`src/daq_ctl_pkg.sv`:
```
/*
 * Constants shared by the acquisition-board control registers: offsets,
 * field positions, reset values and cycle counts.
 * Assumes a 10 MHz system clock and host I/O strobes already on that clock.
 */
package daq_ctl_pkg;

	localparam int unsigned ADDR_W = 5;
	localparam int unsigned DATA_W = 16;

	localparam logic [4:0] OFF_FIFO_DATA   = 5'h00;
	localparam logic [4:0] OFF_BURST       = 5'h03;
	localparam logic [4:0] OFF_GAIN_LO     = 5'h04;
	localparam logic [4:0] OFF_GAIN_LO_HI  = 5'h05;
	localparam logic [4:0] OFF_GAIN_HI     = 5'h06;
	localparam logic [4:0] OFF_GAIN_CLEAR  = 5'h07;
	localparam logic [4:0] OFF_DAC_FIRST   = 5'h08;
	localparam logic [4:0] OFF_STICKY      = 5'h09;
	localparam logic [4:0] OFF_ROM_PORT    = 5'h0A;
	localparam logic [4:0] OFF_IRQ_ENABLE  = 5'h0C;
	localparam logic [4:0] OFF_DAC_SECOND  = 5'h0E;

	localparam logic [7:0] BURST_START     = 8'h01;
	localparam logic [7:0] BURST_STOP      = 8'h00;
	localparam logic [7:0] IRQ_ON_VALUE    = 8'h10;
	localparam logic [7:0] IRQ_OFF_VALUE   = 8'h00;
	localparam logic [15:0] DAC_LOAD_BOTH  = 16'h8000;

	localparam int unsigned ST_EMPTY_BIT   = 7;
	localparam int unsigned ST_FULL_BIT    = 6;
	localparam int unsigned ST_HALF_BIT    = 5;
	localparam int unsigned STK_FULL_BIT   = 0;
	localparam int unsigned STK_EMPTY_BIT  = 1;
	localparam int unsigned ROM_DATA_BIT   = 7;
	localparam int unsigned ROM_SEL_BIT    = 0;
	localparam int unsigned DAC_CODE_W     = 12;
	localparam int unsigned GAIN_CODE_W    = 2;
	localparam int unsigned JUMPER_W       = 5;

	localparam logic [15:0] GAIN_RESET     = 16'h0000;
	localparam logic [11:0] DAC_RESET      = 12'h000;

	localparam int unsigned CLK_PERIOD_NS  = 100;
	localparam int unsigned CONV_PERIOD_NS = 2000;
	localparam int unsigned CONV_CYCLES    = CONV_PERIOD_NS / CLK_PERIOD_NS;
	localparam int unsigned SCLK_PHASE_NS  = 500;
	localparam int unsigned SCLK_CYCLES    =
		(SCLK_PHASE_NS + CLK_PERIOD_NS - 1) / CLK_PERIOD_NS;
	localparam logic [4:0] CONV_RELOAD     = 5'(CONV_CYCLES - 1);
	localparam logic [3:0] SCLK_RELOAD     = 4'(SCLK_CYCLES - 1);

endpackage : daq_ctl_pkg

```
`src/daq_board_control_port_regs.sv`:
```
/*
 * Host-visible control registers of the acquisition board: burst control,
 * gain codes, two DAC codes, FIFO and jumper status, sticky flags and the
 * serial calibration-memory port.
 * Assumes host I/O strobes are single-cycle pulses on clk_sys, FIFO flags
 * come from logic on clk_sys, and jumpers and the memory output are pins.
 */
module daq_board_control_port_regs
	import daq_ctl_pkg::*;
(
	input  wire logic                  clk_sys,
	input  wire logic                  rst_n,
	input  wire logic                  clk_en,
	input  wire logic [ADDR_W-1:0]     bus_addr,
	input  wire logic [DATA_W-1:0]     bus_wdata,
	input  wire logic                  bus_word,
	input  wire logic                  bus_wr,
	input  wire logic                  bus_rd,
	output logic      [DATA_W-1:0]     bus_rdata,
	output logic                       bus_rvalid,
	input  wire logic                  fifo_empty,
	input  wire logic                  fifo_full,
	input  wire logic                  fifo_half_flag,
	input  wire logic [3:0]            scan_start_channel,
	input  wire logic [3:0]            scan_channel,
	input  wire logic                  dac_simultaneous,
	input  wire logic [JUMPER_W-1:0]   jumper_pins,
	input  wire logic                  rom_dout_pin,
	output logic                       conv_start,
	output logic                       mux_hold,
	output logic      [3:0]            adc_channel,
	output logic      [GAIN_CODE_W-1:0] amp_gain,
	output logic      [DAC_CODE_W-1:0] dac_first_code,
	output logic      [DAC_CODE_W-1:0] dac_second_code,
	output logic                       half_irq,
	output logic                       rom_sel,
	output logic                       rom_sclk,
	output logic                       rom_din
);

	// Gain code of one channel out of the two packed code words.
	function automatic logic [1:0] gain_of(
		input logic [15:0] low_codes,
		input logic [15:0] high_codes,
		input logic [3:0]  chan
	);
		logic [15:0] word;
		word = chan[3] ? high_codes : low_codes;
		return word[{chan[2:0], 1'b0} +: 2];
	endfunction : gain_of

	// Byte or word merge into a 16-bit register; odd offsets carry the
	// high byte on the low data lane, as a byte cycle does on this bus.
	function automatic logic [15:0] merge_word(
		input logic [15:0] old_val,
		input logic [15:0] wdata,
		input logic        word,
		input logic        odd
	);
		logic [15:0] res;
		res = old_val;
		if (word) begin
			res = wdata;
		end else if (odd) begin
			res[15:8] = wdata[7:0];
		end else begin
			res[7:0] = wdata[7:0];
		end
		return res;
	endfunction : merge_word

	typedef struct packed {
		logic [JUMPER_W-1:0]   jmp_meta;
		logic [JUMPER_W-1:0]   jmp;
		logic                  rom_meta;
		logic                  rom_in;
		logic                  burst_on;
		logic [4:0]            conv_cnt;
		logic                  conv_start;
		logic [15:0]           gain_lo;
		logic [15:0]           gain_hi;
		logic [11:0]           dac_first_hold;
		logic [11:0]           dac_second_hold;
		logic [11:0]           dac_first_out;
		logic [11:0]           dac_second_out;
		logic                  irq_en;
		logic                  irq;
		logic                  stk_full;
		logic                  stk_empty_rd;
		logic [3:0]            chan;
		logic [1:0]            gain;
		logic [15:0]           rdata;
		logic                  rvalid;
	} state_s;

	state_s s_q;
	state_s s_d;

	// The synchroniser lives outside the state struct: it alone is reset by
	// the raw pin, and one variable may be written by one process only.
	logic [1:0] rst_sync_q;
	logic rst_sync_n;
	logic rom_busy;
	logic wr_rom;

	// Reset is released through two flops; the rest of the design uses it.
	always_ff @(posedge clk_sys or negedge rst_n) begin
		if (!rst_n) begin
			rst_sync_q <= 2'b00;
		end else begin
			rst_sync_q <= {rst_sync_q[0], 1'b1};
		end
	end
	assign rst_sync_n = rst_sync_q[1];

	assign wr_rom = bus_wr && (bus_addr == OFF_ROM_PORT);

	always_comb begin
		logic [3:0]  next_chan;
		logic        wr_dac_first;
		logic        wr_dac_second;
		logic [11:0] code;
		next_chan     = 4'h0;
		wr_dac_first  = 1'b0;
		wr_dac_second = 1'b0;
		code          = 12'h000;
		s_d           = s_q;

		// Pins pass two flops before anything reads them.
		s_d.jmp_meta = jumper_pins;
		s_d.jmp      = s_q.jmp_meta;
		s_d.rom_meta = rom_dout_pin;
		s_d.rom_in   = s_q.rom_meta;

		s_d.conv_start = 1'b0;
		s_d.rvalid     = 1'b0;

		if (bus_wr) begin
			unique case (bus_addr)
				OFF_BURST: begin
					if (bus_wdata[7:0] == BURST_START) begin
						s_d.burst_on = 1'b1;
						s_d.conv_cnt = 5'h00;
					end else if (bus_wdata[7:0] == BURST_STOP) begin
						s_d.burst_on = 1'b0;
					end
				end
				OFF_GAIN_LO, OFF_GAIN_LO_HI: begin
					s_d.gain_lo = merge_word(s_q.gain_lo, bus_wdata, bus_word,
						bus_addr[0]);
				end
				OFF_GAIN_HI, OFF_GAIN_CLEAR: begin
					s_d.gain_hi = merge_word(s_q.gain_hi, bus_wdata, bus_word,
						bus_addr[0]);
				end
				OFF_DAC_FIRST: begin
					wr_dac_first = bus_word;
				end
				OFF_DAC_SECOND: begin
					wr_dac_second = bus_word;
				end
				OFF_IRQ_ENABLE: begin
					if (bus_wdata[7:0] == IRQ_ON_VALUE) begin
						s_d.irq_en = 1'b1;
					end else if (bus_wdata[7:0] == IRQ_OFF_VALUE) begin
						s_d.irq_en = 1'b0;
					end
				end
				default: begin
				end
			endcase
		end

		// The code sits in the low twelve bits; the host keeps the rest zero.
		code = bus_wdata[DAC_CODE_W-1:0];
		if (wr_dac_first) begin
			if (!dac_simultaneous) begin
				s_d.dac_first_hold = code;
				s_d.dac_first_out  = code;
			end else if (bus_wdata == DAC_LOAD_BOTH) begin
				s_d.dac_first_out  = s_q.dac_first_hold;
				s_d.dac_second_out = s_q.dac_second_hold;
			end else begin
				s_d.dac_first_hold = code;
			end
		end
		if (wr_dac_second) begin
			s_d.dac_second_hold = code;
			if (!dac_simultaneous) begin
				s_d.dac_second_out = code;
			end
		end

		// Burst pacing: one start per period, paused while the FIFO is full.
		// The counter holds at zero during a pause so the first start after
		// the host drains a sample is not delayed by a whole period.
		if (s_q.burst_on) begin
			if (s_q.conv_cnt != 5'h00) begin
				s_d.conv_cnt = s_q.conv_cnt - 5'h01;
			end else if (!fifo_full) begin
				s_d.conv_start = 1'b1;
				s_d.conv_cnt   = CONV_RELOAD;
			end
		end

		// Burst holds the mux on the scan start channel.
		next_chan = s_q.burst_on ? scan_start_channel : scan_channel;
		s_d.chan  = next_chan;
		s_d.gain  = gain_of(s_q.gain_lo, s_q.gain_hi, next_chan);

		s_d.irq = s_q.irq_en && fifo_half_flag;

		// Sticky flags: a new event in the clearing read's cycle survives.
		s_d.stk_full     = s_q.stk_full;
		s_d.stk_empty_rd = s_q.stk_empty_rd;
		if (bus_rd && (bus_addr == OFF_STICKY)) begin
			s_d.stk_full     = 1'b0;
			s_d.stk_empty_rd = 1'b0;
		end
		if (fifo_full) begin
			s_d.stk_full = 1'b1;
		end
		if (bus_rd && (bus_addr == OFF_FIFO_DATA) && fifo_empty) begin
			s_d.stk_empty_rd = 1'b1;
		end

		if (bus_rd) begin
			s_d.rvalid = 1'b1;
			s_d.rdata  = 16'h0000;
			unique case (bus_addr)
				OFF_GAIN_CLEAR: begin
					s_d.gain_lo = GAIN_RESET;
					s_d.gain_hi = GAIN_RESET;
				end
				OFF_DAC_FIRST: begin
					s_d.rdata[ST_EMPTY_BIT] = fifo_empty;
					s_d.rdata[ST_FULL_BIT]  = fifo_full;
					s_d.rdata[ST_HALF_BIT]  = fifo_half_flag;
					s_d.rdata[JUMPER_W-1:0] = s_q.jmp;
				end
				OFF_STICKY: begin
					s_d.rdata[STK_FULL_BIT]  = s_q.stk_full || fifo_full;
					s_d.rdata[STK_EMPTY_BIT] = s_q.stk_empty_rd;
				end
				OFF_ROM_PORT: begin
					s_d.rdata[ROM_DATA_BIT] = s_q.rom_in;
				end
				default: begin
				end
			endcase
		end
	end

	always_ff @(posedge clk_sys or negedge rst_sync_n) begin
		if (!rst_sync_n) begin
			s_q.jmp_meta        <= '0;
			s_q.jmp             <= '0;
			s_q.rom_meta        <= 1'b0;
			s_q.rom_in          <= 1'b0;
			s_q.burst_on        <= 1'b0;
			s_q.conv_cnt        <= 5'h00;
			s_q.conv_start      <= 1'b0;
			s_q.gain_lo         <= GAIN_RESET;
			s_q.gain_hi         <= GAIN_RESET;
			s_q.dac_first_hold  <= DAC_RESET;
			s_q.dac_second_hold <= DAC_RESET;
			s_q.dac_first_out   <= DAC_RESET;
			s_q.dac_second_out  <= DAC_RESET;
			s_q.irq_en          <= 1'b0;
			s_q.irq             <= 1'b0;
			s_q.stk_full        <= 1'b0;
			s_q.stk_empty_rd    <= 1'b0;
			s_q.chan            <= 4'h0;
			s_q.gain            <= 2'h0;
			s_q.rdata           <= 16'h0000;
			s_q.rvalid          <= 1'b0;
		end else if (clk_en) begin
			s_q.jmp_meta        <= s_d.jmp_meta;
			s_q.jmp             <= s_d.jmp;
			s_q.rom_meta        <= s_d.rom_meta;
			s_q.rom_in          <= s_d.rom_in;
			s_q.burst_on        <= s_d.burst_on;
			s_q.conv_cnt        <= s_d.conv_cnt;
			s_q.conv_start      <= s_d.conv_start;
			s_q.gain_lo         <= s_d.gain_lo;
			s_q.gain_hi         <= s_d.gain_hi;
			s_q.dac_first_hold  <= s_d.dac_first_hold;
			s_q.dac_second_hold <= s_d.dac_second_hold;
			s_q.dac_first_out   <= s_d.dac_first_out;
			s_q.dac_second_out  <= s_d.dac_second_out;
			s_q.irq_en          <= s_d.irq_en;
			s_q.irq             <= s_d.irq;
			s_q.stk_full        <= s_d.stk_full;
			s_q.stk_empty_rd    <= s_d.stk_empty_rd;
			s_q.chan            <= s_d.chan;
			s_q.gain            <= s_d.gain;
			s_q.rdata           <= s_d.rdata;
			s_q.rvalid          <= s_d.rvalid;
		end
	end

	// Host must space port writes by a full pulse and observe the memory's
	// own programming time; the port neither enforces nor reports it.
	serial_rom_port u_rom_port (
		.clk_sys  (clk_sys),
		.rst_n    (rst_sync_n),
		.clk_en   (clk_en),
		.wr_stb   (wr_rom),
		.wr_byte  (bus_wdata[7:0]),
		.rom_sel  (rom_sel),
		.rom_sclk (rom_sclk),
		.rom_din  (rom_din),
		.rom_busy (rom_busy)
	);

	assign bus_rdata       = s_q.rdata;
	assign bus_rvalid      = s_q.rvalid;
	assign conv_start      = s_q.conv_start;
	assign mux_hold        = s_q.burst_on;
	assign adc_channel     = s_q.chan;
	assign amp_gain        = s_q.gain;
	assign dac_first_code  = s_q.dac_first_out;
	assign dac_second_code = s_q.dac_second_out;
	assign half_irq        = s_q.irq;

endmodule : daq_board_control_port_regs

```
`src/serial_rom_port.sv`:
```
/*
 * Bit-serial port to the calibration memory: each host write taken while idle sets data and
 * select, then emits one serial clock pulse.
 * Assumes one-cycle write strobes on clk_sys and a synchronised rst_n.
 */
module serial_rom_port
	import daq_ctl_pkg::*;
(
	input  wire logic       clk_sys,
	input  wire logic       rst_n,
	input  wire logic       clk_en,
	input  wire logic       wr_stb,
	input  wire logic [7:0] wr_byte,
	output logic            rom_sel,
	output logic            rom_sclk,
	output logic            rom_din,
	output logic            rom_busy
);

	typedef enum logic [1:0] {
		PH_IDLE,
		PH_SETUP,
		PH_HIGH
	} phase_e;

	typedef struct packed {
		phase_e     phase;
		logic [3:0] cnt;
		logic       sel;
		logic       sclk;
		logic       din;
	} state_s;

	state_s s_q;
	state_s s_d;

	// A write that lands mid-pulse is dropped; the host bus is far slower
	// than one pulse, so only a runaway driver would see this.
	always_comb begin
		s_d = s_q;
		unique case (s_q.phase)
			PH_IDLE: begin
				if (wr_stb) begin
					s_d.din   = wr_byte[ROM_DATA_BIT];
					s_d.sel   = wr_byte[ROM_SEL_BIT];
					s_d.cnt   = SCLK_RELOAD;
					s_d.phase = PH_SETUP;
				end
			end
			PH_SETUP: begin
				if (s_q.cnt == 4'h0) begin
					s_d.sclk  = 1'b1;
					s_d.cnt   = SCLK_RELOAD;
					s_d.phase = PH_HIGH;
				end else begin
					s_d.cnt = s_q.cnt - 4'h1;
				end
			end
			PH_HIGH: begin
				if (s_q.cnt == 4'h0) begin
					s_d.sclk  = 1'b0;
					s_d.phase = PH_IDLE;
				end else begin
					s_d.cnt = s_q.cnt - 4'h1;
				end
			end
		endcase
	end

	always_ff @(posedge clk_sys or negedge rst_n) begin
		if (!rst_n) begin
			s_q <= '{phase: PH_IDLE, cnt: 4'h0, sel: 1'b0, sclk: 1'b0, din: 1'b0};
		end else if (clk_en) begin
			s_q <= s_d;
		end
	end

	assign rom_sel  = s_q.sel;
	assign rom_sclk = s_q.sclk;
	assign rom_din  = s_q.din;
	assign rom_busy = (s_q.phase != PH_IDLE);

endmodule : serial_rom_port

```
`config.mk`:
```
export PLATFORM = sky130hd
export DESIGN_NAME = daq_board_control_port_regs
export DESIGN_NICKNAME = d
export VERILOG_FILES = /design/src/daq_ctl_pkg.sv /design/src/daq_board_control_port_regs.sv /design/src/serial_rom_port.sv
export SDC_FILE = /design/constraint.sdc
export NUM_CORES = 1
export LEC_CHECK = 0
export BUFFER_PORTS_ARGS = -buffer_cell sky130_fd_sc_hd__buf_2
export CORE_UTILIZATION = 52
export DETAILED_ROUTE_END_ITERATION = 8
export PLACE_DENSITY_LB_ADDON = 0.3
export SKIP_CTS_REPAIR_TIMING = 1
export SKIP_LAST_GASP = 1
export SLEW_MARGIN = 20
export SYNTH_ARGS = -nofsm -noshare
export SYNTH_HDL_FRONTEND = slang
export SYNTH_SLANG_ARGS = --single-unit
```
`constraint.sdc`:
```
create_clock -name clk_sys -period 3.5 [get_ports clk_sys]
set_input_delay 0.7 -clock clk_sys [delete_from_list [all_inputs] [get_ports clk_sys]]
set_output_delay 0.7 -clock clk_sys [all_outputs]
set_load 0.01 [all_outputs]
```
Word-level counts from Yosys, hierarchy flattened

Index checks and enable logic that the tools add are counted.

Bits in registers: 129
Input port bits: 45
Word-level logic and storage cells: 132

Add/sub/neg operators: 2
Equal/unequal tests: 21
Shift operators: 1
Multiplexer cells: 51
Reduce and logical (&&, ||, !) cells: 30

Operators by type and width:

| cell                                                                   | count |
|---|---|
| 32-bit two-way mux                                                     | 3 |
| 12-bit two-way mux                                                     | 7 |
| 16-bit two-way mux                                                     | 5 |
| 8-bit two-way mux                                                      | 4 |
| 5-bit by 4-bit equality test with 1-bit output (second input constant) | 5 |
| 5-bit two-way mux                                                      | 5 |
| 24-bit two-way mux                                                     | 1 |
| 5-bit by 3-bit equality test with 1-bit output (second input constant) | 4 |
| 6-bit case mux with 3 select lines                                     | 1 |
| 16-bit equality test (second input constant)                           | 1 |
| 4-bit AND reduction                                                    | 4 |
| 16-bit by 5-bit indexed part select with 2-bit output                  | 1 |
| 1-bit two-way mux                                                      | 13 |
| 4-bit two-way mux                                                      | 3 |
| 6-bit two-way mux                                                      | 2 |
| 3-bit AND reduction                                                    | 4 |
| 2-bit nonzero test                                                     | 5 |
| 8-bit by 1-bit equality test with 1-bit output (second input constant) | 1 |
| 8-bit by 5-bit equality test with 1-bit output (second input constant) | 1 |
| 8-bit zero test                                                        | 1 |
| 2-bit by 1-bit != test with 1-bit output (second input constant)       | 4 |
| 2-bit AND reduction                                                    | 4 |
| 7-bit two-way mux                                                      | 1 |
| 2-bit two-way mux                                                      | 3 |
| 15 further kinds                                                       | 22 |

Logic depth before layout (Yosys ltp)

Depth after elaboration: 7
Mapped depth: 8
Mapped depth without buffers: 7

Cells and area by module

A second synthesis with hierarchy kept.

Cells, all modules: 663
Area total of the unflattened synthesis: 6,781.5 µm²

By module, submodules not included:

| module                      | times used | cells each | area each (µm²) | seq. area each (µm²) |
|---|---|---|---|---|
| daq_board_control_port_regs | 1          | 614        | 6,249.7         | 3,002.9 |
| serial_rom_port             | 1          | 49         | 531.8           | 225.2 |

Least setup slack after synthesis

Ideal clock, no wire load.

Path type: input port to flip-flop
Start point: in bus_addr[0]
End point: reg s_q, in the netlist dac_second_code[4]
Library setup time: 0.133 ns
Data arrival time: 2.419 ns
Data required time: 3.367 ns
Slack: 0.949 ns
Cell stages on the path: 8
Buffers on the path: 3
Cell sequence: buf_6 -> nand4bb_4 -> or4_4 -> buf_6 -> or4_4 -> buf_6 -> o22ai_2 -> a21oi_1

Word-level cells in the longest chain between the ends: 6
Elaborated cells on any way between the ends: 9
Classes of those cells: 2 x eq/ne; 7 x mux

Ends and longest elaborated chain:

| element                                        | line                               | source |
|---|---|---|
| from (decl)                                    | daq_board_control_port_regs.sv:14  | `input wire logic [ADDR_W-1:0] bus_addr,` |
| 5-bit by 4-bit equality test with 1-bit output | daq_board_control_port_regs.sv:139 | `unique case (bus_addr)` |
| 1-bit two-way mux                              | daq_board_control_port_regs.sv:139 |  |
| 1-bit two-way mux                              | daq_board_control_port_regs.sv:138 | `if (bus_wr) begin` |
| 12-bit two-way mux                             | daq_board_control_port_regs.sv:176 | `if (wr_dac_first) begin` |
| 12-bit two-way mux                             | daq_board_control_port_regs.sv:189 | `if (!dac_simultaneous) begin` |
| 12-bit two-way mux *                           | daq_board_control_port_regs.sv:187 | `if (wr_dac_second) begin` |
| to (decl)                                      | daq_board_control_port_regs.sv:96  | `state_s s_q;` |

Mark *: on every way between the ends. The rest lies on a longest branch, timed or not.
A chain may end at the register's enable or synchronous reset.

Worst setup path after layout

Start point: in bus_addr[0]
End point: reg s_q, in the netlist dac_second_code[1]

The elaborated chain is that of the path after synthesis.

==> results.ini <==
[grt]
grt_max_degree = 87
grt_pass1_wl_um = 24000
grt_pass1_vias = 4613
globalRouteOverflowTotal = 0
antenna_found_initial = 0
grt.total_usage = 0.248

[sta]
hold_slack_ns = 0.0502
max_freq_mhz = 406
slew_viol_final = 0
setup_tns_ns = 0
slew_headroom = 0.367
clock-skew-final_ns = 0.0108
period_needed_ns = 2.46
rsz0062_at_grt = no
worstMarginPinSlew_ns = 0.947
setup_violations = 0
final.setup.worst_slack_ns = 1.04
period_share = 0.704
hold_violations = 0

[yosys]
synth-compound-area-share = 0.181
synth_seq_cells = 129
synth_top_family_by_area = compound AO/OA/AOI/OAI gates
avgSynthCellArea_um2 = 11.0
synth-xor-area-share = 0
synth.distinct_cells = 54
synthAdderAreaFrac = 0.0117
synth_ff_type = dfrtp_1
synthMuxAreaShare = 0.121
yosys.area_share.simple = 0.0878
syn_area_um2 = 6390
yosys_warnings = 0
synth_edf_count = 0
syn_inst = 579
synthArstFlopShare = 1.00
ys_seq_area_frac = 0.505

[run]
cap_violations = 0

[worst_setup_path]
crit_fanout = 18
setup.worst_path.start_class = input port
arrival_ns = 2.73
r2r_slack_ns = 1.29
path_class = input port to register
cp_data_required_time_ns = 3.76
r2r_cells = 5
endpoint_kind = register

[routing]
drt-pass1-iter-count = 5
viasPerCell = 5.88
via_count = 4619
drt_wl_total_um = 14700
post_drt_wl_per_cell_um = 18.8
route.detailed.drc = 0
drt_iter0_markers = 277
ant_nets = 0

[cells_and_area]
nets = 677
final_common_cell = dfrtp_1
layout_common_cells = dfrtp_1, buf_2, mux2_2
area_growth_pct = 13.8
stdcell_area_um2 = 7270
fin_cells = 786
antenna_cells = 0
drive_gt1_frac = 0.300

[clock_tree]
cts_buffers = 17
insertion_delay_ns = 0.42
cts.clk_slew.worst_paths_ns = 0.05
cts-root-buf = clkbuf_16
h-tree-depth = 4
cts_tree = done
cts_num_sinks = 129
clk_path_buf_depth = 2

[power_and_ir_drop]
peakVddDrop_uv = 394
power_density_nw_per_um2 = 538
leakage_nw = 3.41

[placement]
portBuffers = 89
pre_cts_slack_ns = 0.688
placedCellCount = 754
gpl.final_weighted_congestion = 0.874
dpl-instance-area_um2 = 6650
dp_hpwl_um = 10000

[floorplanning]
die_area_um2 = 12700
fp.dieH_um = 113
core-area_um2 = 12000
dieWidth_um = 113
rows = 40
start_util = 0.532
ios = 98

[min_path]
hold_path_class = input port to async pin

[outcome]
status = finished, final reports clean

layer usage:
layer,part of all wire,vias to the layer above,global-route usage
li1,-,2135,-
met2,0.50,121,0.402
met1,0.43,2340,0.322
met4,0.018,0,0.0921
met5,0,-,0
met3,0.058,23,0.0648
synthesized netlist by cell type (4+ instances only):
cell type | count | area, µm²
a22oi_1 | 26 | 195
nor2_1 | 32 | 120
ha_1 | 6 | 75.1
o31ai_1 | 4 | 30.0
inv_1 | 26 | 97.6
o22ai_2 | 10 | 125
buf_4 | 46 | 345
nand2_1 | 25 | 93.8
nand4_1 | 4 | 25.0
mux2_2 | 42 | 473
nor3_1 | 9 | 45.0
mux2i_1 | 24 | 240
o21ai_0 | 34 | 170
or3_1 | 4 | 25.0
buf_2 | 4 | 20.0
o2bb2ai_1 | 17 | 149
a22o_1 | 25 | 219
dfrtp_1 | 129 | 3230
a21oi_1 | 25 | 125
nand2b_1 | 4 | 25.0
o21ai_1 | 4 | 20.0
clkbuf_1 | 21 | 78.8
layout make-up:
| cell class | instances | area [µm²] |
|---|---|---|
| Clock inverter | 8 | 125 |
| Tap cell | 147 | 184 |
| Timing Repair Buffer | 99 | 533 |
| Inverter | 27 | 101 |
| Multi-Input combinational cell | 352 | 2600 |
| Clock buffer | 24 | 502 |
| Fill cell | 1000 | 4740 |
| Sequential cell | 129 | 3230 |
worst paths after layout:
check	start	endpoint
max reg2reg	mux_hold	amp_gain[0]
min in group clk_sys	rst_sync_q[0]	rst_sync_q[1]
min reg2reg	rst_sync_q[1]	u_rom_port.s_q[8]
min	rst_n	rst_sync_q[1]
max in group asynchronous	rst_sync_q[1]	adc_channel[1]
max	bus_addr[0]	dac_second_code[1]
metrics by stage:
step	power, W	utilization
final	0.00392	0.606
after CTS	0.00394	0.606
after global placement	0.00207	0.553
after floorplan	0.00197	-
after global routing	0.00404	0.606
after detailed placement	0.00208	0.553
cell families after synthesis:
family	count (synthesis)
compound gates	161
fa+ha+maj	6
buf+inv	105
flops	129
mux	69
other cells	2
simple gates	107
registers in the layout, indices dropped and copies added, names as in the netlist, 2 cells and up:
name             cells
s_q                 70
dac_first_code      12
dac_second_code     12
bus_rdata            8
s_d                  6
u_rom_port.s_q       6
adc_channel          4
amp_gain             2
rst_sync_q           2
worst max-delay path, cell delays in order:
cell,delay (ns)
buf_2,0.20
nand4bb_4,0.25
or4_4,0.62
or4_4,0.65
o22ai_1,0.22
a21oi_1,0.08
power breakdown:
group,total (W),internal (W),leakage (nW),switching [W]
clock network,0.00185,0.00121,0.295,0.000642
logic,0.000359,0.000172,1.52,0.000187
registers,0.00170,0.00162,1.59,0.0000858
total,0.00392,0.00300,3.41,0.000914
No activity file was read; power rests on OpenSTA's default activity.
